## config.mk

```make
export PLATFORM = sky130hd
export DESIGN_NAME = vmeic_unit
export DESIGN_NICKNAME = d
export VERILOG_FILES = /design/src/vmeic_pkg.sv /design/src/vmeic_unit.sv
export VERILOG_INCLUDE_DIRS = /design/src
export SDC_FILE = /design/constraint.sdc
export NUM_CORES = 1
export LEC_CHECK = 0
export BUFFER_PORTS_ARGS = -buffer_cell sky130_fd_sc_hd__buf_4
export CORE_ASPECT_RATIO = 1.5
export CORE_UTILIZATION = 30
export DETAILED_ROUTE_END_ITERATION = 8
export PLACE_DENSITY = 0.48
export RECOVER_POWER = 50
export SLEW_MARGIN = 20
export SYNTH_ARGS = -nofsm -noshare
export SYNTH_HDL_FRONTEND = slang
export SYNTH_SLANG_ARGS = --single-unit
```

## constraint.sdc

```tcl
create_clock -name clk -period 46.2 [get_ports clk]
set_clock_uncertainty 0.15 [all_clocks]
set_input_delay 9.24 -clock clk [delete_from_list [all_inputs] [get_ports clk]]
set_output_delay 9.24 -clock clk [all_outputs]
set_load 0.1 [all_outputs]
```

## src/vmeic_defines.svh

```systemverilog
// register offsets, field positions and reset values of the interrupt unit
// assumes byte addresses on a 32-bit avalon-mm slave port
`ifndef VMEIC_DEFINES_SVH
`define VMEIC_DEFINES_SVH
// ----------------------------------------------------------------------------
// local register byte offsets
// ----------------------------------------------------------------------------
`define VMEIC_OFS_CTRL 8'h00
`define VMEIC_OFS_HND_EN 8'h04
`define VMEIC_OFS_VME_LVL 8'h08
`define VMEIC_OFS_LIRQ_LVL 8'h0C
`define VMEIC_OFS_LIRQ_CFG 8'h10
`define VMEIC_OFS_GRP_LVL 8'h14
`define VMEIC_OFS_STATUS 8'h18
`define VMEIC_OFS_MASK 8'h1C
`define VMEIC_OFS_INTR 8'h20
`define VMEIC_OFS_ACK 8'h24
`define VMEIC_OFS_VEC_BASE 8'h28
`define VMEIC_OFS_IPC_GP 8'h2C
`define VMEIC_OFS_IPC_SW 8'h30
// ----------------------------------------------------------------------------
// status and mask layout, source numbering
// ----------------------------------------------------------------------------
`define VMEIC_ST_VME 0
`define VMEIC_ST_LOC 7
`define VMEIC_ST_ERR 14
`define VMEIC_ST_IPC 20
`define VMEIC_NSRC 28
`define VMEIC_ERR_ACFAIL 0
`define VMEIC_ERR_SYSFAIL 1
`define VMEIC_ERR_WPOST 2
`define VMEIC_ERR_DMA 3
`define VMEIC_ERR_ARB 4
`define VMEIC_ERR_INTR 5
// ----------------------------------------------------------------------------
// ipc port addresses and reset values
// ----------------------------------------------------------------------------
`define VMEIC_IPC_MSW 4'h4
`define VMEIC_IPC_GSW 4'h5
`define VMEIC_IPC_VER 4'h6
`define VMEIC_IPC_RSTHLT 4'h7
`define VMEIC_IPC_SEM 4'h8
`define VMEIC_RST_WORD 32'h0000_0000
`define VMEIC_RST_BYTE 8'h00
`endif

```

## src/vmeic_pkg.sv

```systemverilog
// types shared by the interrupt and interprocessor unit
// assumes nothing beyond the defines header
package vmeic_pkg;
	// one access from the vmebus side to the interprocessor facility
	typedef struct packed {
		logic [3:0] addr;
		logic wr;
		logic rd;
		logic [7:0] wdata;
	} vmeic_ipc_req_s;
	// answer of the vmebus interrupter to an acknowledge cycle
	typedef struct packed {
		logic valid;
		logic [7:0] vector;
	} vmeic_vec_s;
endpackage

```

## src/vmeic_unit.sv

```systemverilog
// interrupt generation, handling and interprocessor unit of a vme controller
// assumes inputs synchronous to clk, avalon-mm master with waitrequest
//
// Summary of operation
// - seven-level prioritised arbitration of all sources
// - sources: 7 vme, 7 local, error/status, 8 ipc
// - handle any selection of vme request levels
// - raise vme requests, return programmed status/id vector
// - vme interrupt local level is programmable
// - system controller drives acknowledge daisy chain
// - local inputs: programmable level, optional own vector
// - local inputs edge/level, selectable polarity
// - interrupt on dma done, arbitration timeout, interrupter
// - vme switch set raises local interrupt
// - only ipc registers reachable from vmebus
// - four 8-bit general purpose ipc registers
// - four module and four global switches
// - read-only version and reset/halt indication
// - semaphores guarding the ipc registers
//
// The Avalon-MM interface to the registers and the register addresses were left to the implementer.
`timescale 1ns/1ns
`default_nettype none
`include "vmeic_defines.svh"
module vmeic_unit #(
	parameter logic [7:0] VERSION = 8'h01 // arbitrary value
) (
	input wire logic clk,
	input wire logic rst_n,
	input wire logic [7:0] avs_address,
	input wire logic avs_read,
	input wire logic avs_write,
	input wire logic [31:0] avs_writedata,
	input wire logic [3:0] avs_byteenable,
	output logic [31:0] avs_readdata,
	output logic avs_waitrequest,
	output logic irq,
	output logic [2:0] local_priority_level,
	input wire logic [6:0] lirq_in,
	input wire logic [6:0] vme_irq_i,
	output logic [6:0] vme_irq_o,
	output logic [6:0] vme_irq_oe,
	input wire logic vme_iack_n,
	input wire logic vme_iackin_n,
	input wire logic [2:0] vme_ack_level,
	output logic vme_iackout_n,
	output logic daisy_start_n,
	output vmeic_pkg::vmeic_vec_s vme_vec,
	input wire logic acfail_n,
	input wire logic sysfail_n,
	input wire logic wpost_berr,
	input wire logic dma_done,
	input wire logic arb_timeout,
	input wire logic reset_cond,
	input wire logic halt_cond,
	input wire vmeic_pkg::vmeic_ipc_req_s ipc_req,
	output logic [7:0] ipc_rdata
);
	import vmeic_pkg::*;

	localparam int NS = `VMEIC_NSRC;

	// ------------------------------------------------------------------------
	// state
	// ------------------------------------------------------------------------
	logic sysctl, next_sysctl;
	logic [6:0] hnd_en, next_hnd_en;
	logic [20:0] vme_lvl, next_vme_lvl;
	logic [20:0] lirq_lvl, next_lirq_lvl;
	logic [22:0] lirq_cfg, next_lirq_cfg;
	logic [6:0] grp_lvl, next_grp_lvl;
	logic [27:0] status, next_status;
	logic [27:0] mask, next_mask;
	logic [6:0] intr_req, next_intr_req;
	logic [7:0] intr_vec, next_intr_vec;
	logic [7:0] vec_base, next_vec_base;
	logic [31:0] ipc_gp, next_ipc_gp;
	logic [3:0] msw, next_msw;
	logic [3:0] gsw, next_gsw;
	logic [3:0] sem, next_sem;
	logic [6:0] lirq_prev, acf_sys_prev;
	logic [27:0] rd_snap, next_rd_snap;
	logic [31:0] next_readdata;
	logic next_waitrequest, next_irq, next_iackout_n, next_daisy_n;
	logic [2:0] next_lpl;
	logic [7:0] next_ipc_rdata;
	vmeic_vec_s next_vec;
	logic [4:0] win_src, next_win_src;
	logic [2:0] win_lvl;

	// ------------------------------------------------------------------------
	// event detection
	// ------------------------------------------------------------------------
	logic [6:0] lirq_act, lirq_pol, lirq_edge;
	logic [27:0] ev;
	logic intr_ev, acc, rd_acc, wr_acc;
	logic [31:0] wmask;
	logic [2:0] src_lvl [NS];

	// bus strobes: a request takes effect at the edge with waitrequest low
	assign acc = (avs_read | avs_write) & ~avs_waitrequest;
	assign rd_acc = avs_read & ~avs_waitrequest;
	assign wr_acc = avs_write & ~avs_waitrequest;
	assign wmask = {{8{avs_byteenable[3]}}, {8{avs_byteenable[2]}},
		{8{avs_byteenable[1]}}, {8{avs_byteenable[0]}}};
	assign lirq_edge = lirq_cfg[6:0];
	assign lirq_pol = lirq_cfg[14:8];

	// local input conditioning and event vector
	always_comb begin
		for (int i = 0; i < 7; i++) begin
			if (lirq_edge[i]) begin
				lirq_act[i] = lirq_pol[i] ? (lirq_in[i] & ~lirq_prev[i])
					: (~lirq_in[i] & lirq_prev[i]);
			end else begin
				lirq_act[i] = lirq_pol[i] ? lirq_in[i] : ~lirq_in[i];
			end
		end
		intr_ev = ~vme_iack_n & ~vme_iackin_n & (vme_ack_level != 3'd0)
			& intr_req[vme_ack_level - 3'd1];
		ev = '0;
		ev[`VMEIC_ST_VME +: 7] = vme_irq_i & hnd_en;
		ev[`VMEIC_ST_LOC +: 7] = lirq_act;
		// falling edges of the failure lines
		ev[`VMEIC_ST_ERR + `VMEIC_ERR_ACFAIL] = acf_sys_prev[0] & ~acfail_n;
		ev[`VMEIC_ST_ERR + `VMEIC_ERR_SYSFAIL] = acf_sys_prev[1] & ~sysfail_n;
		ev[`VMEIC_ST_ERR + `VMEIC_ERR_WPOST] = wpost_berr;
		ev[`VMEIC_ST_ERR + `VMEIC_ERR_DMA] = dma_done;
		ev[`VMEIC_ST_ERR + `VMEIC_ERR_ARB] = arb_timeout;
		ev[`VMEIC_ST_ERR + `VMEIC_ERR_INTR] = intr_ev;
		// switch set from the vmebus side
		ev[`VMEIC_ST_IPC +: 4] = (ipc_req.wr && ipc_req.addr == `VMEIC_IPC_MSW)
			? ipc_req.wdata[3:0] & ~msw : 4'h0;
		ev[`VMEIC_ST_IPC + 4 +: 4] =
			(ipc_req.wr && ipc_req.addr == `VMEIC_IPC_GSW)
			? ipc_req.wdata[3:0] & ~gsw : 4'h0;
	end

	// ------------------------------------------------------------------------
	// priority arbitration
	// ------------------------------------------------------------------------
	// per-source local level, then the highest pending unmasked one wins
	always_comb begin
		for (int i = 0; i < 7; i++) begin
			src_lvl[i] = vme_lvl[3*i +: 3];
			src_lvl[7+i] = lirq_lvl[3*i +: 3];
		end
		for (int i = 14; i < 20; i++) begin
			src_lvl[i] = grp_lvl[2:0];
		end
		for (int i = 20; i < NS; i++) begin
			src_lvl[i] = grp_lvl[6:4];
		end
		win_lvl = 3'd0;
		next_win_src = 5'd0;
		for (int i = 0; i < NS; i++) begin
			if (status[i] && mask[i] && src_lvl[i] > win_lvl) begin
				win_lvl = src_lvl[i];
				next_win_src = 5'(i);
			end
		end
		next_lpl = win_lvl;
		next_irq = |(status & mask);
	end

	// ------------------------------------------------------------------------
	// local register file
	// ------------------------------------------------------------------------
	// avalon slave with one wait cycle; status read clears what it showed
	always_comb begin
		next_sysctl = sysctl;
		next_hnd_en = hnd_en;
		next_vme_lvl = vme_lvl;
		next_lirq_lvl = lirq_lvl;
		next_lirq_cfg = lirq_cfg;
		next_grp_lvl = grp_lvl;
		next_mask = mask;
		next_intr_req = intr_req;
		next_intr_vec = intr_vec;
		next_vec_base = vec_base;
		next_ipc_gp = ipc_gp;
		next_msw = msw;
		next_gsw = gsw;
		next_sem = sem;
		next_readdata = avs_readdata;
		next_rd_snap = rd_snap;
		next_waitrequest = ~((avs_read | avs_write) & avs_waitrequest);
		if ((avs_read | avs_write) & avs_waitrequest) begin
			next_readdata = 32'h0000_0000;
			next_rd_snap = 28'h000_0000;
			unique case (avs_address)
			`VMEIC_OFS_CTRL: next_readdata[0] = sysctl;
			`VMEIC_OFS_HND_EN: next_readdata[6:0] = hnd_en;
			`VMEIC_OFS_VME_LVL: next_readdata[20:0] = vme_lvl;
			`VMEIC_OFS_LIRQ_LVL: next_readdata[20:0] = lirq_lvl;
			`VMEIC_OFS_LIRQ_CFG: next_readdata[22:0] = lirq_cfg;
			`VMEIC_OFS_GRP_LVL: next_readdata[6:0] = grp_lvl;
			`VMEIC_OFS_STATUS: begin
				next_readdata[27:0] = status;
				next_rd_snap = avs_read ? status : 28'h000_0000;
			end
			`VMEIC_OFS_MASK: next_readdata[27:0] = mask;
			`VMEIC_OFS_INTR: next_readdata[15:0] = {intr_vec, 1'b0, intr_req};
			`VMEIC_OFS_ACK: begin
				// device supplies vector for own sources or opted local ones
				next_readdata[7:0] = vec_base + 8'(win_src);
				next_readdata[10:8] = local_priority_level;
				next_readdata[16] = (win_src >= 5'd14) || (win_src >= 5'd7
					&& lirq_cfg[16 + 32'(win_src) - 7]);
			end
			`VMEIC_OFS_VEC_BASE: next_readdata[7:0] = vec_base;
			`VMEIC_OFS_IPC_GP: next_readdata = ipc_gp;
			`VMEIC_OFS_IPC_SW: next_readdata[11:0] = {sem, gsw, msw};
			default: next_readdata = 32'h0000_0000;
			endcase
		end
		if (wr_acc) begin
			unique case (avs_address)
			`VMEIC_OFS_CTRL: if (avs_byteenable[0]) next_sysctl = avs_writedata[0];
			`VMEIC_OFS_HND_EN:
				next_hnd_en = wr7(hnd_en, avs_writedata[6:0]);
			`VMEIC_OFS_VME_LVL:
				next_vme_lvl = 21'((vme_lvl & ~wmask) | (avs_writedata & wmask));
			`VMEIC_OFS_LIRQ_LVL:
				next_lirq_lvl = 21'((lirq_lvl & ~wmask) | (avs_writedata & wmask));
			`VMEIC_OFS_LIRQ_CFG:
				next_lirq_cfg = 23'((lirq_cfg & ~wmask) | (avs_writedata & wmask));
			`VMEIC_OFS_GRP_LVL: next_grp_lvl = wr7(grp_lvl, avs_writedata[6:0]);
			`VMEIC_OFS_MASK:
				next_mask = 28'((mask & ~wmask) | (avs_writedata & wmask));
			`VMEIC_OFS_INTR: begin
				if (avs_byteenable[0]) next_intr_req = avs_writedata[6:0];
				if (avs_byteenable[1]) next_intr_vec = avs_writedata[15:8];
			end
			`VMEIC_OFS_VEC_BASE:
				if (avs_byteenable[0]) next_vec_base = avs_writedata[7:0];
			`VMEIC_OFS_IPC_GP:
				next_ipc_gp = (ipc_gp & ~wmask) | (avs_writedata & wmask);
			`VMEIC_OFS_IPC_SW: begin
				// local side clears switches and semaphores by writing ones
				if (avs_byteenable[0]) next_msw = msw & ~avs_writedata[3:0];
				if (avs_byteenable[0]) next_gsw = gsw & ~avs_writedata[7:4];
				if (avs_byteenable[1]) next_sem = sem & ~avs_writedata[11:8];
			end
			default: ;
			endcase
		end
		// interrupter request withdrawn once its level is acknowledged
		if (intr_ev) begin
			next_intr_req[vme_ack_level - 3'd1] = 1'b0;
		end
		// vmebus side reaches only the ipc facility
		if (ipc_req.wr) begin
			unique casez (ipc_req.addr)
			4'b00??: next_ipc_gp[8*ipc_req.addr[1:0] +: 8] = ipc_req.wdata;
			`VMEIC_IPC_MSW: next_msw = msw | ipc_req.wdata[3:0];
			`VMEIC_IPC_GSW: next_gsw = gsw | ipc_req.wdata[3:0];
			4'b10??: next_sem[ipc_req.addr[1:0]] = 1'b0;
			default: ;
			endcase
		end else if (ipc_req.rd && ipc_req.addr[3:2] == 2'b10) begin
			next_sem[ipc_req.addr[1:0]] = 1'b1;
		end
		next_status = (status & ~(rd_acc ? rd_snap : 28'h000_0000)) | ev;
	end

	// byte-lane write of a seven-bit field
	function automatic logic [6:0] wr7(input logic [6:0] old,
		input logic [6:0] nv);
		wr7 = avs_byteenable[0] ? nv : old;
	endfunction

	// ------------------------------------------------------------------------
	// vmebus side outputs
	// ------------------------------------------------------------------------
	// ipc read data, interrupter vector, daisy chain
	always_comb begin
		unique casez (ipc_req.addr)
		4'b00??: next_ipc_rdata = ipc_gp[8*ipc_req.addr[1:0] +: 8];
		`VMEIC_IPC_MSW: next_ipc_rdata = {4'h0, msw};
		`VMEIC_IPC_GSW: next_ipc_rdata = {4'h0, gsw};
		`VMEIC_IPC_VER: next_ipc_rdata = VERSION;
		`VMEIC_IPC_RSTHLT: next_ipc_rdata = {6'h00, halt_cond, reset_cond};
		4'b10??: next_ipc_rdata = {7'h00, sem[ipc_req.addr[1:0]]};
		default: next_ipc_rdata = 8'h00;
		endcase
		next_vec.valid = intr_ev;
		next_vec.vector = intr_ev ? intr_vec : 8'h00;
		// pass the acknowledge on when it is not ours
		next_iackout_n = vme_iackin_n | intr_ev;
		next_daisy_n = sysctl ? vme_iack_n : 1'b1;
	end

	// ------------------------------------------------------------------------
	// registers
	// ------------------------------------------------------------------------
	always_ff @(posedge clk or negedge rst_n) begin
		if (!rst_n) begin
			sysctl <= 1'b0;
			hnd_en <= 7'h00;
			vme_lvl <= 21'h00_0000;
			lirq_lvl <= 21'h00_0000;
			lirq_cfg <= 23'h00_0000;
			grp_lvl <= 7'h00;
			status <= 28'h000_0000;
			mask <= 28'h000_0000;
			intr_req <= 7'h00;
			intr_vec <= `VMEIC_RST_BYTE;
			vec_base <= `VMEIC_RST_BYTE;
			ipc_gp <= `VMEIC_RST_WORD;
			msw <= 4'h0;
			gsw <= 4'h0;
			sem <= 4'h0;
			lirq_prev <= 7'h00;
			acf_sys_prev <= 7'h7F;
			rd_snap <= 28'h000_0000;
			win_src <= 5'h00;
			avs_readdata <= `VMEIC_RST_WORD;
			avs_waitrequest <= 1'b1;
			irq <= 1'b0;
			local_priority_level <= 3'h0;
			vme_irq_o <= 7'h00;
			vme_irq_oe <= 7'h00;
			vme_iackout_n <= 1'b1;
			daisy_start_n <= 1'b1;
			vme_vec <= '0;
			ipc_rdata <= 8'h00;
		end else begin
			sysctl <= next_sysctl;
			hnd_en <= next_hnd_en;
			vme_lvl <= next_vme_lvl;
			lirq_lvl <= next_lirq_lvl;
			lirq_cfg <= next_lirq_cfg;
			grp_lvl <= next_grp_lvl;
			status <= next_status;
			mask <= next_mask;
			intr_req <= next_intr_req;
			intr_vec <= next_intr_vec;
			vec_base <= next_vec_base;
			ipc_gp <= next_ipc_gp;
			msw <= next_msw;
			gsw <= next_gsw;
			sem <= next_sem;
			lirq_prev <= lirq_in;
			acf_sys_prev <= {5'h1F, sysfail_n, acfail_n};
			rd_snap <= next_rd_snap;
			win_src <= next_win_src;
			avs_readdata <= next_readdata;
			avs_waitrequest <= next_waitrequest;
			irq <= next_irq;
			local_priority_level <= next_lpl;
			vme_irq_o <= 7'h00;
			vme_irq_oe <= next_intr_req;
			vme_iackout_n <= next_iackout_n;
			daisy_start_n <= next_daisy_n;
			vme_vec <= next_vec;
			ipc_rdata <= next_ipc_rdata;
		end
	end
endmodule
`default_nettype wire

```

==> run_results.csv <==
group,metric,value,unit
grt,antenna_found_initial,0,
critical_path,r2r-start,"status[0]",
logic_synthesis,syn_avg_cell_area,10.0,µm²
clocking,postCtsSetupRepairBufs,0,
final_layout,drive_above_1_share,18.1,%
die,die_area,59500,µm²
logic_synthesis,async_flop_share,100,%
critical_path,crit_path_frequent_cell,"ha_1",
critical_path,r2r_slack,8800,ps
die,rows,108,
critical_path,crit_path_top_delay_cell,"or4_1",
clocking,numClockSinks,301,
drt,wl_per_cell,28.3,µm
timing,setup_violations,0,
logic_synthesis,yosys.cell_count.top_type,"dfrtp_1",
final_layout,syn2layout_area_growth,15.8,%
timing,relSlewSlack,-289,%
critical_path,r2r_cells,161,
logic_synthesis,synth_edf_count,0,
clocking,cts_made_buffers,34,
timing,setup_tns,0,ps
logic_synthesis,ys_warn_count,0,
timing,worst_pin_slew,5840,ps
pwr,ir_drop,21.0,µV
grt,grt_use_met2,43.4,%
critical_path,r2r_end,"local_priority_level[1]",
critical_path,cp.required,46470,ps
job,drv_cap,6,
place,hpwl,57600,µm
clocking,clockBufferDepth,3,
clocking,cts.repair.resized,0,
timing,hold_ws,292,ps
logic_synthesis,synth_top_cells_by_area,"dfrtp_1, mux2_2, nand2_1, ha_1, mux2i_1",
logic_synthesis,synthMuxAreaShare,13.9,%
final_layout,fin_area,20300,µm²
final_layout,final.fill_count,6027,
timing,min_period,37400,ps
drt,ant_nets,0,
final_layout,finalNetCount,2014,
clocking,cts_tree,"yes",
timing,rsz0062_at_grt,"no",
critical_path,critPathBufInv,5,
grt,grt_use_met1,30.8,%
grt,grt_pass1_wl,110000,µm
place,dp_cells,2609,
drt,viasPerCell,5.75,
outcome,violations,"capacitance limit, slew limit",
timing,max_freq,0.0267,GHz
clocking,hold_buffers,0,
logic_synthesis,ys_seq_elements,301,
clocking,cts.clk_slew.worst_paths,70,ps
critical_path,worstSetupPathType,"reg2reg",
drt,drt_iter0_drc,1159,
grt,gr-max-usage-layer,"met2",
critical_path,end_kind,"flip-flop",
worst_hold_path,hold_path_depth,1,
timing,finalCritPeriodShare,81.0,%
logic_synthesis,synth_top_family_by_area,"compound AO/OA/AOI/OAI gates",
logic_synthesis,ys_seq_area_share,43.0,%
worst_hold_path,min_path_type,"reg2reg",
critical_path,max_stage_delay,530,ps
clocking,clkLatencyLatePin,540,ps
grt,grt_max_degree,106,
pwr,p_leak,9.15,nW
die,coreArea,57800,µm²
drt,drc,0,
drt,wirelength,75500,µm
drt,first_pass_iters,6,
die,die_y,298,µm
grt,first_global_vias,15400,
grt,overflow,0,
worst_hold_path,hold_path_end,"daisy_start_n",
timing,finalMaxSlewViolations,298,
place,place.gp.congestion,0.941,
logic_synthesis,ys_types,100,
logic_synthesis,synthXorXnorAreaFrac,1.15,%
critical_path,start_kind,"flip-flop",
logic_synthesis,synth-adder-area-share,4.31,%
logic_synthesis,synthCells,1749,
grt,grtUsageTotal,25.5,%
timing,hold_viol,0,
critical_path,path_max_fanout,10,
logic_synthesis,ys.flop_type,"dfrtp_1",
pwr,power_density,32.9,nW/µm²
final_layout,fin_cells,2668,
logic_synthesis,yosysTopAreaCellShare,42.2,%
logic_synthesis,ys_top_cells_by_count,"dfrtp_1, nand2_1, mux2_2",
critical_path,cpLargestDelayFamily,"compound AO/OA/AOI/OAI gates",
logic_synthesis,synth_largest_area_cell,"dfrtp_1",
die,io_pins,158,
die,start_util,30.3,%
worst_hold_path,holdCritStartpoint,"sysctl",
die,fp.dieW,199,µm
logic_synthesis,netlist_area,17600,µm²
critical_path,arrival,37670,ps
logic_synthesis,synth_compound_area_share,19.7,%
grt,grt_util_met3,2.58,%
clocking,cts-root-buf,"clkbuf_16",
outcome,status,"finished, violations left",
place,portBuffers,150,
place,placed_area,19500,µm²
logic_synthesis,synthSimpleGateAreaFrac,14.8,%
clocking,h-tree-depth,2,
drt,vias,15300,
logic make-up after synthesis:
family	Yosys count
buffers and inverters	135
other	1
xor gates and xnor gates	23
and+or+nand+nor	547
muxes	207
adders and majority gates	62
AOI/OAI and AO/OA	473
DFF	301
cell type report:
cell class	instances	area (µm²)	area share, %
flip-flops and latches	301	7540	37.1
repair buffers	167	950	4.67
clock buffers	44	980	4.82
well taps	770	963	4.74
clock inverters	14	176	0.868
diodes	1	2.50	0.0123
multi-input cells	1319	9530	46.9
inverters	52	195	0.960
cells in the final DEF (no fill, tap or decap), types with 20 or more instances in the layout:
cell type	n
nand2_1	213
and2_1	29
a21oi_1	79
a21o_1	20
nor2_1	102
ha_1	50
inv_1	52
nand3_1	79
a31oi_1	25
buf_4	82
a22oi_1	54
o21ai_0	86
clkbuf_16	35
clkbuf_1	84
mux2_2	135
dfrtp_1	296
mux2i_1	51
a22o_1	55
and3_1	21
routing by layer:
layer  up-vias  part of all wire [%]  wire length (µm)
li1       6789                     -                 -
met1      7802                    39             29500
met2       574                    50             37500
met3       182                   4.5              3370
met4         0                   6.8              5150
met5         -                     0                 0
per-stage QoR:
stage | util [%] | setup WS [ps] | power [mW]
floorplan | - | 12970 | 0.345
finish | 35.2 | 8800 | 0.668
detailed placement | 33.7 | 9130 | 0.390
global placement | 33.7 | 9950 | 0.389
global route | 35.2 | 6230 | 0.688
CTS | 35.7 | 8980 | 0.678
power by group:
group          internal [mW]  leakage [nW]  switching [mW]
logic                 0.0195          4.56          0.0631
clock network          0.167         0.568           0.119
registers              0.277          4.02          0.0226
total                  0.463          9.15           0.205
how the worst max path moves through the flow:
stage / startpoint / end / slack [ps] / cells after the start
final: status[0] / local_priority_level[1] / 8800 / 161
after global placement: status[0] / local_priority_level[2] / 9950 / 162
after floorplan: status[0] / local_priority_level[2] / 12970 / 162
after CTS: status[0] / local_priority_level[1] / 8980 / 161
after global routing: status[0] / local_priority_level[1] / 6230 / 161
after detailed placement: status[0] / local_priority_level[1] / 9130 / 161
(Power assumes the default switching activity.)
